File: src/core/mcc_defs.vh
`ifndef MCC_DEFS_VH
`define MCC_DEFS_VH

// Machine cycle counter
`define MCC_CNT_W 3
`define MCC_CNT_ZERO 3'h0
`define MCC_CNT_LAST 3'h7
`define MCC_TPA_CNT 3'h0
`define MCC_TPB_CNT 3'h5
`define MCC_WR_ON 3'h4
`define MCC_WR_OFF 3'h5

// Synchroniser vector: clear, wait, dma in, dma out, interrupt, bus[7:0]
`define MCC_SYNC_W 13
`define MCC_SYNC_RST 13'h0800
`define MCC_SB_CLEAR 12
`define MCC_SB_WAIT 11
`define MCC_SB_DMAI 10
`define MCC_SB_DMAO 9
`define MCC_SB_INT 8

// Reset and start values
`define MCC_START_ADDR 16'h0000
`define MCC_ADDR_ONE 16'h0001
`define MCC_NIB_ZERO 4'h0
`define MCC_BYTE_ZERO 8'h00
`define MCC_IE_RST 1'b1

// Opcodes and fields
`define MCC_OP_RET 8'h70
`define MCC_OP_DIS 8'h71
`define MCC_OP_QOFF 8'h7a
`define MCC_OP_QON 8'h7b
`define MCC_I_SEP 4'hd
`define MCC_I_SEX 4'he
`define MCC_I_LONG 4'hc

// Interrupt entry selectors
`define MCC_INT_X 4'h2
`define MCC_INT_P 4'h1

// State code output
`define MCC_SC_FETCH 2'h0
`define MCC_SC_EXEC 2'h1
`define MCC_SC_DMA 2'h2
`define MCC_SC_INT 2'h3

`endif

File: src/core/mcc_core.v
// Function
// - Read strobe low throughout every read cycle.
// - Write strobe pulses low with valid address.
// - Eight clocks per cycle; two or three cycles.
// - Clear and wait high selects run mode.
// - Reset zeroes I,N,X,P,Q,bus; sets IE.
// - Reset suppresses timing pulses, holds reset state.
// - Init cycle on reset exit clears X,P,R0.
// - Load mode idles, DMA fills memory from 0000.
// - Wait low with clear high halts and holds all outputs once reset exit and the init cycle are done.
// - Wait high resumes after the two-flop synchroniser delay.
// - No DMA or interrupt acknowledge while paused.
// - Run starts one cycle later at 0000.
// - Pending DMA at run start enters DMA first.
// - Interrupts ignored until first instruction or DMA.
// - Opcode 71 with byte 00 clears IE.
// - Run entered from reset or pause.
// - Static logic keeps state while clock stops.
`timescale 1ns/1ps
`include "mcc_defs.vh"

module mcc_core (
    input wire sys_clk,
    input wire rst_n,
    input wire clk_en,
    input wire clear_n,
    input wire wait_n,
    input wire dma_in_req,
    input wire dma_out_req,
    input wire int_req,
    input wire [7:0] data_bus_in,
    output reg [7:0] data_bus_out,
    output reg data_bus_oe,
    output reg [15:0] mem_addr,
    output reg mem_read_strobe_n,
    output reg mem_write_strobe_n,
    output reg timing_pulse_first,
    output reg timing_pulse_second,
    output reg [1:0] state_code,
    output reg [3:0] opcode_hi,
    output reg [3:0] opcode_lo,
    output reg [3:0] data_ptr_sel,
    output reg [3:0] pc_sel,
    output reg q_out,
    output reg interrupt_enable_flag
);

    localparam [2:0] ST_RESET = 3'h0;
    localparam [2:0] ST_INIT = 3'h1;
    localparam [2:0] ST_LOAD = 3'h2;
    localparam [2:0] ST_FETCH = 3'h3;
    localparam [2:0] ST_EXEC = 3'h4;
    localparam [2:0] ST_EXEC2 = 3'h5;
    localparam [2:0] ST_DMA = 3'h6;
    localparam [2:0] ST_INT = 3'h7;
    localparam [`MCC_SYNC_W-1:0] SYNC_RST = `MCC_SYNC_RST;

    reg [`MCC_SYNC_W-1:0] sync1_q;
    reg [`MCC_SYNC_W-1:0] sync2_q;
    reg [2:0] st_q;
    reg [`MCC_CNT_W-1:0] cnt_q;
    reg started_q;
    reg dma_dir_in_q;
    reg [15:0] regs_q [0:15];
    reg [2:0] st_next;
    reg dir_next;
    integer i;

    wire [`MCC_SYNC_W-1:0] sync_in;
    wire clear_s;
    wire wait_s;
    wire dmai_s;
    wire dmao_s;
    wire int_s;
    wire [7:0] bus_s;
    wire mode_reset;
    wire mode_load;
    wire mode_pause;
    wire cyc_end;
    wire tpb_now;
    wire [7:0] op_now;

    assign sync_in = {clear_n, wait_n, dma_in_req, dma_out_req, int_req, data_bus_in};

    // Two-flop synchronisers for every pin input except rst_n and clk_en
    genvar g;
    generate
        for (g = 0; g < `MCC_SYNC_W; g = g + 1) begin : g_sync
            always @(posedge sys_clk or negedge rst_n) begin
                if (!rst_n) begin
                    sync1_q[g] <= SYNC_RST[g];
                    sync2_q[g] <= SYNC_RST[g];
                end else if (clk_en) begin
                    sync1_q[g] <= sync_in[g];
                    sync2_q[g] <= sync1_q[g];
                end
            end
        end
    endgenerate

    assign clear_s = sync2_q[`MCC_SB_CLEAR];
    assign wait_s = sync2_q[`MCC_SB_WAIT];
    assign dmai_s = sync2_q[`MCC_SB_DMAI];
    assign dmao_s = sync2_q[`MCC_SB_DMAO];
    assign int_s = sync2_q[`MCC_SB_INT];
    assign bus_s = sync2_q[7:0];

    assign mode_reset = !clear_s && wait_s;
    assign mode_load = !clear_s && !wait_s;
    assign mode_pause = clear_s && !wait_s;
    assign cyc_end = (cnt_q == `MCC_CNT_LAST);
    assign tpb_now = (cnt_q == `MCC_TPB_CNT);
    assign op_now = {opcode_hi, opcode_lo};

    // Cycles that read memory onto the bus
    function is_read;
        input [2:0] st;
        input [7:0] op;
        input dir_in;
        begin
            case (st)
                ST_FETCH: begin
                    is_read = 1'b1;
                end
                ST_EXEC: begin
                    is_read = (op == `MCC_OP_RET) || (op == `MCC_OP_DIS);
                end
                ST_DMA: begin
                    is_read = !dir_in;
                end
                default: begin
                    is_read = 1'b0;
                end
            endcase
        end
    endfunction

    // Choice at the end of a machine cycle
    always @* begin
        st_next = ST_FETCH;
        dir_next = dmai_s;
        if (dmai_s || dmao_s) begin
            st_next = ST_DMA;
        end else if (mode_load) begin
            st_next = ST_LOAD;
        end else if (int_s && interrupt_enable_flag && started_q) begin
            st_next = ST_INT;
        end
    end

    always @(posedge sys_clk or negedge rst_n) begin
        if (!rst_n) begin
            st_q <= ST_RESET;
            cnt_q <= `MCC_CNT_ZERO;
            started_q <= 1'b0;
            dma_dir_in_q <= 1'b0;
            for (i = 0; i < 16; i = i + 1) begin
                regs_q[i] <= `MCC_START_ADDR;
            end
            data_bus_out <= `MCC_BYTE_ZERO;
            data_bus_oe <= 1'b1;
            mem_addr <= `MCC_START_ADDR;
            mem_read_strobe_n <= 1'b1;
            mem_write_strobe_n <= 1'b1;
            timing_pulse_first <= 1'b0;
            timing_pulse_second <= 1'b0;
            state_code <= `MCC_SC_FETCH;
            opcode_hi <= `MCC_NIB_ZERO;
            opcode_lo <= `MCC_NIB_ZERO;
            data_ptr_sel <= `MCC_NIB_ZERO;
            pc_sel <= `MCC_NIB_ZERO;
            q_out <= 1'b0;
            interrupt_enable_flag <= `MCC_IE_RST;
        end else if (clk_en) begin
            if (mode_reset) begin
                st_q <= ST_RESET;
                cnt_q <= `MCC_CNT_ZERO;
                started_q <= 1'b0;
                opcode_hi <= `MCC_NIB_ZERO;
                opcode_lo <= `MCC_NIB_ZERO;
                data_ptr_sel <= `MCC_NIB_ZERO;
                pc_sel <= `MCC_NIB_ZERO;
                q_out <= 1'b0;
                interrupt_enable_flag <= `MCC_IE_RST;
                data_bus_out <= `MCC_BYTE_ZERO;
                data_bus_oe <= 1'b1;
                mem_read_strobe_n <= 1'b1;
                mem_write_strobe_n <= 1'b1;
                timing_pulse_first <= 1'b0;
                timing_pulse_second <= 1'b0;
            end else if (st_q == ST_RESET) begin
                st_q <= ST_INIT;
                cnt_q <= `MCC_CNT_ZERO;
                data_bus_oe <= 1'b0;
            end else if (mode_pause && st_q != ST_INIT) begin
                // Everything held; no DMA or interrupt is taken here
                st_q <= st_q;
            end else begin
                // Running
                cnt_q <= cnt_q + 1'b1;
                data_bus_oe <= 1'b0;
                timing_pulse_first <= (cnt_q == `MCC_TPA_CNT);
                timing_pulse_second <= tpb_now;
                mem_read_strobe_n <= !is_read(st_q, op_now, dma_dir_in_q);
                mem_write_strobe_n <= !(st_q == ST_DMA && dma_dir_in_q
                    && cnt_q >= `MCC_WR_ON && cnt_q <= `MCC_WR_OFF);
                // Address latched once per machine cycle so it stands all cycle
                if (cnt_q == `MCC_CNT_ZERO) begin
                case (st_q)
                    ST_FETCH: begin
                        mem_addr <= regs_q[pc_sel];
                        state_code <= `MCC_SC_FETCH;
                    end
                    ST_EXEC: begin
                        mem_addr <= regs_q[data_ptr_sel];
                        state_code <= `MCC_SC_EXEC;
                    end
                    ST_EXEC2: begin
                        mem_addr <= regs_q[pc_sel];
                        state_code <= `MCC_SC_EXEC;
                    end
                    ST_DMA: begin
                        mem_addr <= regs_q[0];
                        state_code <= `MCC_SC_DMA;
                    end
                    ST_INT: begin
                        mem_addr <= regs_q[pc_sel];
                        state_code <= `MCC_SC_INT;
                    end
                    default: begin
                        mem_addr <= regs_q[pc_sel];
                    end
                endcase
                end
                case (st_q)
                    ST_INIT: begin
                        if (cyc_end) begin
                            data_ptr_sel <= `MCC_NIB_ZERO;
                            pc_sel <= `MCC_NIB_ZERO;
                            regs_q[0] <= `MCC_START_ADDR;
                            st_q <= st_next;
                            dma_dir_in_q <= dir_next;
                        end
                    end
                    ST_LOAD: begin
                        // Idle cycles until an I/O device asks for DMA
                        if (cyc_end) begin
                            st_q <= st_next;
                            dma_dir_in_q <= dir_next;
                        end
                    end
                    ST_FETCH: begin
                        if (tpb_now) begin
                            opcode_hi <= bus_s[7:4];
                            opcode_lo <= bus_s[3:0];
                            regs_q[pc_sel] <= regs_q[pc_sel] + `MCC_ADDR_ONE;
                        end
                        if (cyc_end) begin
                            st_q <= ST_EXEC;
                        end
                    end
                    ST_EXEC: begin
                        if (tpb_now) begin
                            if (op_now == `MCC_OP_RET || op_now == `MCC_OP_DIS) begin
                                data_ptr_sel <= bus_s[7:4];
                                pc_sel <= bus_s[3:0];
                                interrupt_enable_flag <= (op_now == `MCC_OP_RET);
                                regs_q[data_ptr_sel] <= regs_q[data_ptr_sel]
                                    + `MCC_ADDR_ONE;
                            end else if (op_now == `MCC_OP_QOFF) begin
                                q_out <= 1'b0;
                            end else if (op_now == `MCC_OP_QON) begin
                                q_out <= 1'b1;
                            end else if (opcode_hi == `MCC_I_SEX) begin
                                data_ptr_sel <= opcode_lo;
                            end else if (opcode_hi == `MCC_I_SEP) begin
                                pc_sel <= opcode_lo;
                            end
                        end
                        if (cyc_end) begin
                            if (opcode_hi == `MCC_I_LONG) begin
                                st_q <= ST_EXEC2;
                            end else begin
                                started_q <= 1'b1;
                                st_q <= st_next;
                                dma_dir_in_q <= dir_next;
                            end
                        end
                    end
                    ST_EXEC2: begin
                        if (cyc_end) begin
                            started_q <= 1'b1;
                            st_q <= st_next;
                            dma_dir_in_q <= dir_next;
                        end
                    end
                    ST_DMA: begin
                        if (tpb_now) begin
                            regs_q[0] <= regs_q[0] + `MCC_ADDR_ONE;
                        end
                        if (cyc_end) begin
                            started_q <= 1'b1;
                            st_q <= st_next;
                            dma_dir_in_q <= dir_next;
                        end
                    end
                    ST_INT: begin
                        if (cyc_end) begin
                            interrupt_enable_flag <= 1'b0;
                            data_ptr_sel <= `MCC_INT_X;
                            pc_sel <= `MCC_INT_P;
                            st_q <= st_next;
                            dma_dir_in_q <= dir_next;
                        end
                    end
                    default: begin
                        st_q <= ST_INIT;
                    end
                endcase
            end
        end
    end

endmodule

File: config.mk
export PLATFORM = sky130hd
export DESIGN_NAME = mcc_core
export DESIGN_NICKNAME = d
export VERILOG_FILES = /design/src/core/mcc_core.v
export VERILOG_INCLUDE_DIRS = /design/src /design/src/core
export SDC_FILE = /design/constraint.sdc
export NUM_CORES = 1
export LEC_CHECK = 0
export BUFFER_PORTS_ARGS = -buffer_cell sky130_fd_sc_hd__buf_2
export CORE_MARGIN = 8
export CORE_UTILIZATION = 58
export CTS_CLUSTER_DIAMETER = 50
export CTS_CLUSTER_SIZE = 10
export DETAILED_ROUTE_END_ITERATION = 8
export HOLD_SLACK_MARGIN = 0.02
export PLACE_DENSITY = 0.78
export RECOVER_POWER = 50
export REMOVE_ABC_BUFFERS = 1
export SYNTH_ARGS = -nofsm -noshare
export SYNTH_HDL_FRONTEND = slang
export SYNTH_SLANG_ARGS = --single-unit
export TNS_END_PERCENT = 100
File: constraint.sdc
create_clock -name sys_clk -period 3.55 [get_ports sys_clk]
set_input_delay 0.1775 -clock sys_clk [delete_from_list [all_inputs] [get_ports sys_clk]]
set_output_delay 0.1775 -clock sys_clk [all_outputs]
set_load 0.02 [all_outputs]
Word-level counts from Yosys, hierarchy flattened:

Cells that the tools add are included.

* reductions and logical operators: 48
* add/subtract/negate cells: 4
* multiplexer cells: 113
* magnitude comparators: 6
* bitwise logic cells: 5
* eq/ne operators: 44

Operators by type and width (number)
* $mux 256: 3
* $bwmux 256: 2
* $pmux 240 s2: 1
* $bmux 16 s4: 2
* $demux 16 s4: 2
* $mux 16: 8
* $mux 4: 30
* $pmux 16 s4: 1
* $add 16x1->16 const B: 3
* $mux 1: 42
* $mux 3: 13
* $eq 8x7->1 const B: 4
* $pmux 16 s2: 1
* $ne 4x4->1 const B: 7
* $pmux 4 s3: 2
* $ne 3x3->1 const B: 7
* $reduce_and 7->1: 3
* $ne 2x2->1 const B: 10
* $reduce_and 10->1: 2
* $eq 3x3->1 const B: 6
* $reduce_and 8->1: 2
* $reduce_and 5->1: 3
* $eq 4x4->1 const B: 3
* $reduce_bool 4->1: 3
* 28 further kinds: 60

* bits in registers: 331
* logic and storage cells: 279

Longest topological paths before layout:

* depth after elaboration: 11
* gate-level depth with buffers: 13
* gate-level depth less buffers: 10

Worst setup path after synthesis:

No wires, ideal clock.

* path type: register to register
* start: register pc_sel[0]
* end: register regs_q[198] in the netlist's numbering
* slack: 0.368 ns
* buffers on the path: 3
* data required time: 3.467 ns
* stages on the path, launching flop included: 13
* period minus slack after synthesis: 3.182 ns
* arrival time: 3.099 ns
* path through: dfrtp_1 buf_6 buf_12 mux4_1 a221oi_2 clkinv_1 ha_1 nand2_1 nor3b_1 xor2_1 buf_2 a22oi_1 o21ai_0

* cells in the longest elaborated chain, start to end: 8
* elaborated cells on any way between the ends: 13
* classes of those cells: add/sub: 1; order compare: 2; mux: 8; bitwise: 1; reduce/logical: 1

Ends and longest elaborated chain
* start, declared: RTL line mcc_core.v:43 `output reg [3:0] pc_sel,`
* start signal, assigned: RTL line mcc_core.v:171 `` pc_sel <= `MCC_NIB_ZERO; ``
* start signal, assigned: RTL line mcc_core.v:182 `` pc_sel <= `MCC_NIB_ZERO; ``
* start signal, assigned: RTL line mcc_core.v:239 `` pc_sel <= `MCC_NIB_ZERO; ``
* $not 4->5 *: RTL line mcc_core.v:256 `` regs_q[pc_sel] <= regs_q[pc_sel] + `MCC_ADDR_ONE; ``
* $bmux 16 s4 (tied with other cells): RTL line mcc_core.v:256
* $mux 16 (not written as such) / $logic_and 1x1->1 (equally long branches)
* $mux 16, on equally long branches
* $add 16x1->16 (no source line) / $demux 16 s4 (equally long branches)
* $bwmux 256 (no source line) *
* $mux 256 *: RTL line mcc_core.v:253 `if (tpb_now) begin`
* $pmux 240 s2 *: RTL line mcc_core.v:235 `case (st_q)`
* end signal, assigned by index: RTL line mcc_core.v:158 `` regs_q[i] <= `MCC_START_ADDR; ``
* end signal, assigned by index: RTL line mcc_core.v:256
* end signal, assigned by index: RTL line mcc_core.v:268 `regs_q[data_ptr_sel] <= regs_q[data_ptr_sel]`
* end, declared: RTL line mcc_core.v:64 `reg [15:0] regs_q [0:15];`

Mark *: on every way between the ends. The rest lies on a longest branch, timed or not. The select of a mux whose other input is x is not followed.
A chain may end at the register's enable or synchronous reset.

Worst setup path in the final report:

* start: register pc_sel[0]
* end: register regs_q[158] in the netlist's numbering

The elaborated chain is that of the path after synthesis.

==> key figures <==
Status
  – Outcome: finished with violations
  – Failing checks: max-capacitance violations, max-slew violations

Layout
  – Fill cell instance count of the final layout: 2,650
  – Number of antenna cells inserted: 0
  – Final Cell Area: 23,800 um^2
  – Area growth, synth to finish: 16.0%
  – Fraction of final layout cells sized beyond drive strength 1: between 20% and 30%
  – Nets@finish: 2,144

Setup path
  – Crit-path max FO: 16
  – Slowest library cell on the worst path: sky130_fd_sc_hd__dfrtp_4
  – Ordered list of cells on the worst path: mux4_1, a22o_1, a221oi_2, clkinv_1, ha_1, nand4_4, buf_4, nor4_4, xor2_4, a22oi_1, o21ai_0
  – WS Path Type: register to register
  – Worst endpoint required time: 4.05 ns
  – Largest delay contributor family on the critical path: compound AO/OA/AOI/OAI gates
  – Buf+Inv Stages, Crit Path: 2
  – Crit path launch type: register
  – Slowest cell delay on critical path: 0.58 ns
  – Critical path arrival: approximately 4.0 ns
  – Kind of end point of the critical path: register

STA
  – Actual slew at the worst max-slew pin: 2.04 ns
  – Max Transition Viols Final: 75
  – Max Clk Rate: 287 MHz
  – Final worst path period share: roughly 98%
  – Setup-failing EPs final: 0
  – Final min period: between 3 and 4 ns
  – Layout Skew: 0.0232 ns
  – Final total negative setup slack: 0 ns
  – Worst setup slack after layout: 0.0608 ns
  – Worst-case hold slack: 0.0567 ns
  – Worst slew margin: -35.9%
  – Setup repair after global routing missed its margin: false
  – Final Hold Vio Count: 0

Synth
  – Post-synth EDFFs: 0
  – Number of distinct standard cells referenced by the synthesized netlist: 86
  – Most area-consuming cells after synthesis: sky130_fd_sc_hd__dfrtp_1 40%, sky130_fd_sc_hd__mux4_2 12%, sky130_fd_sc_hd__nand2_1 7.0%, sky130_fd_sc_hd__a22oi_1 5.6%, sky130_fd_sc_hd__o221ai_1 3.9%
  – Sequential-to-total area share from yosys stat: 40.4%
  – Fraction of post-synthesis cell area in the top cell type by area: slightly below 40%
  – Xor/xnor cell area share of the yosys netlist: under 10%
  – Area of the mapped netlist: 20,500 um^2
  – Share of the synthesized area in compound gates (AO/OA/AOI/OAI): 20.7%
  – Primary flip-flop cell chosen by synthesis mapping: sky130_fd_sc_hd__dfrtp_1
  – Yosys Warn Count: 0
  – Post-Syn Area per Cell: 10.3 um^2
  – Adder-Cell Fraction of Synth Area: 0.427%
  – Dominant cell type by area after synthesis: sky130_fd_sc_hd__dfrtp_1
  – Multiplexer share of the synthesized area: between 10% and 20%
  – Largest family of logic cells by synthesized area: compound AO/OA/AOI/OAI gates
  – Synthesized netlist cell count: 1,987
  – Simple logic cell fraction of the synthesized area: 14.2%
  – Number of synthesized register bits: 331
  – Post-synthesis async set-or-reset flop share: 100%

Floorplan
  – Floorplan die width: approximately 200 um
  – Std cell rows: 69
  – IO Count: 65
  – Area of the die: 41,700 um^2
  – Die height: ~200 um
  – Core box area: 35,200 um^2
  – Initial Utilization: 58.3%

Global routing
  – First-pass GRT wire length: 118,000 um
  – Vias in the first global route: 19,300
  – Antenna violations before repair: 1
  – Total global-route track usage: 37.0%
  – Congestion Overflow GR: 0
  – Maximum number of pins on one net before global-route repair: 100

Clock tree
  – Clock tree from TritonCTS: built
  – Clock-pin transition on the worst setup and hold timing paths: 0.06 ns
  – CTS sink count: 331
  – Worst-skew pair later-pin latency: 0.60 ns
  – CTS Buffer Depth: 3
  – Number of CTS-inserted buffers: 44
  – H-tree level count: 2
  – Post-CTS Setup Repair Bufs: 0
  – Clk root buf: sky130_fd_sc_hd__clkbuf_16

Power
  – Maximum ir drop on the vdd rail: about 0.59 mV
  – Total power: 13.2 mW
  – Static leakage: approximately 9.6 nW
  – Pwr per Cell Area: 554 nW/um^2

Place
  – Setup Slack @ Placement: -0.172 ns
  – Routability cong.: 1.01
  – Instance area after placement: 22,300 um^2
  – Port Buf Inserts: 56
  – Detailed placer's ending HPWL: 54,300 um

Drt
  – Detailed Routing Iterations Pass 1: 7
  – DRC violations left: 0
  – Number of vias per cell after detailed routing: 7.47
  – Via count: between 15,000 and 20,000
  – WL per Instance: 29.6 um
  – First-iteration detailed-routing DRC count: 3,238
  – Final wirelength: 77,300 um
  – Routed Antenna Nets: 0

Worst hold path
  – Type of the most critical hold path: primary input to register

Run
  – Number of maximum-capacitance violations: 1
[state kept, by name, indices dropped and copies added, names as in the netlist, 4 cells and up]
| register | count |
|---|---|
| opcode_lo | 4 |
| regs_q | 256 |
| bus_s | 8 |
| pc_sel | 4 |
| mem_addr | 16 |
| data_ptr_sel | 4 |
| sync1_q | 13 |
| opcode_hi | 4 |
[cells in the mapped netlist, types with 9 or more instances]
library cell,instances
sky130_fd_sc_hd__a21oi_1,45
sky130_fd_sc_hd__a221o_1,15
sky130_fd_sc_hd__a22o_1,17
sky130_fd_sc_hd__a22oi_1,153
sky130_fd_sc_hd__a32oi_1,14
sky130_fd_sc_hd__buf_2,44
sky130_fd_sc_hd__buf_4,21
sky130_fd_sc_hd__buf_6,11
sky130_fd_sc_hd__clkbuf_1,94
sky130_fd_sc_hd__dfrtp_1,325
sky130_fd_sc_hd__inv_1,9
sky130_fd_sc_hd__mux2_2,28
sky130_fd_sc_hd__mux2i_1,20
sky130_fd_sc_hd__mux4_1,20
sky130_fd_sc_hd__mux4_2,111
sky130_fd_sc_hd__nand2_1,383
sky130_fd_sc_hd__nand2_2,11
sky130_fd_sc_hd__nand2b_1,11
sky130_fd_sc_hd__nand3_1,46
sky130_fd_sc_hd__nor2_1,75
sky130_fd_sc_hd__nor2b_1,19
sky130_fd_sc_hd__nor3_1,17
sky130_fd_sc_hd__o211ai_1,23
sky130_fd_sc_hd__o21ai_0,158
sky130_fd_sc_hd__o21ai_1,30
sky130_fd_sc_hd__o221ai_1,92
sky130_fd_sc_hd__o22ai_1,10
sky130_fd_sc_hd__xor2_1,10
[area by class of cell]
cell class | instances | area (um^2) | area share [%]
sequential | 331 | 8310 | 34.9
clock buffer | 62 | 1280 | 5.37
multi-input combinational | 1464 | 11200 | 47.1
inverter | 11 | 41.3 | 0.173
timing repair buffer | 269 | 2230 | 9.36
tap | 461 | 577 | 2.42
clock inverter | 11 | 170 | 0.715
[per-stage QoR]
| stage | instances | utilization [%] |
|---|---|---|
| after CTS | 2609 | 67.8 |
| final | 2609 | 67.6 |
| after global placement | 2522 | 63.2 |
| after global routing | 2609 | 67.6 |
| after floorplan | 1806 | - |
| after detailed placement | 2522 | 63.2 |
[final timing paths]
| check | end | start | depth (start not counted) | slack (ns) |
|---|---|---|---|---|
| worst min-delay path | cnt_q[0]$_DFFE_PN0P_ | clk_en | 3 | 0.06 |
| min in group asynchronous | regs_q[114]$_DFFE_PN0P_ | rst_n | 2 | 0.72 |
| worst max register to register | regs_q[158]$_DFFE_PN0P_ | pc_sel[0]$_DFFE_PN0P_ | 11 | 0.06 |
| max in group asynchronous | regs_q[169]$_DFFE_PN0P_ | rst_n | 3 | 0.56 |
| worst min register to register | mem_write_strobe_n$_DFFE_PN1P_ | mem_write_strobe_n$_DFFE_PN1P_ | 2 | 0.46 |
| worst max-delay path | regs_q[158]$_DFFE_PN0P_ | pc_sel[0]$_DFFE_PN0P_ | 11 | 0.06 |
[power breakdown]
group,switching [mW],total (mW),internal (mW)
clock network,1.77,4.55,2.78
logic,2.66,4.22,1.56
registers,0.416,4.42,4.00
total,4.84,13.2,8.35
[cells in the final DEF (no fill, tap or decap), drive strengths merged, types with 9 or more instances in the layout]
cell type,count
a21oi,45
a221o,15
a22o,17
a22oi,153
a32oi,14
buf,243
clkbuf,74
dfrtp,325
dlygate4sd3,14
inv,12
mux2,28
mux2i,20
mux4,131
nand2,394
nand2b,11
nand3,49
nand4,11
nor2,81
nor2b,22
nor3,21
nor4,9
o211ai,23
o21ai,188
o221ai,92
o22ai,10
xnor2,14
xor2,15
[layer usage]
layer	up-vias	share of wire, %	global-route usage, %
met5	-	0	0
met4	0	6.9	21.3
met3	420	13	8.40
met2	1734	45	56.0
met1	9465	36	48.8
li1	7863	-	-
[what timing repair did]
action,CTS,global route
hold buffers,14,0
resized for setup,2,3
setup endpoints to repair,31,14
hold endpoints to repair,83,0
[worst min-delay path, cell delays in order]
cell and delay, ns:
sky130_fd_sc_hd__buf_2 0.13, sky130_fd_sc_hd__o2111ai_1 0.17, sky130_fd_sc_hd__o21ai_0 0.11
[cells by family after synthesis]
logic type                 count (synthesis)
DFF                                      331
buffers and inverters                    199
muxes                                    179
adders and majority gates                  7
xor gates and xnor gates                  29
AOI/OAI and AO/OA                        611
other                                      1
and+or+nand+nor                          630
Note: power is estimated with default switching activity, not from simulation.
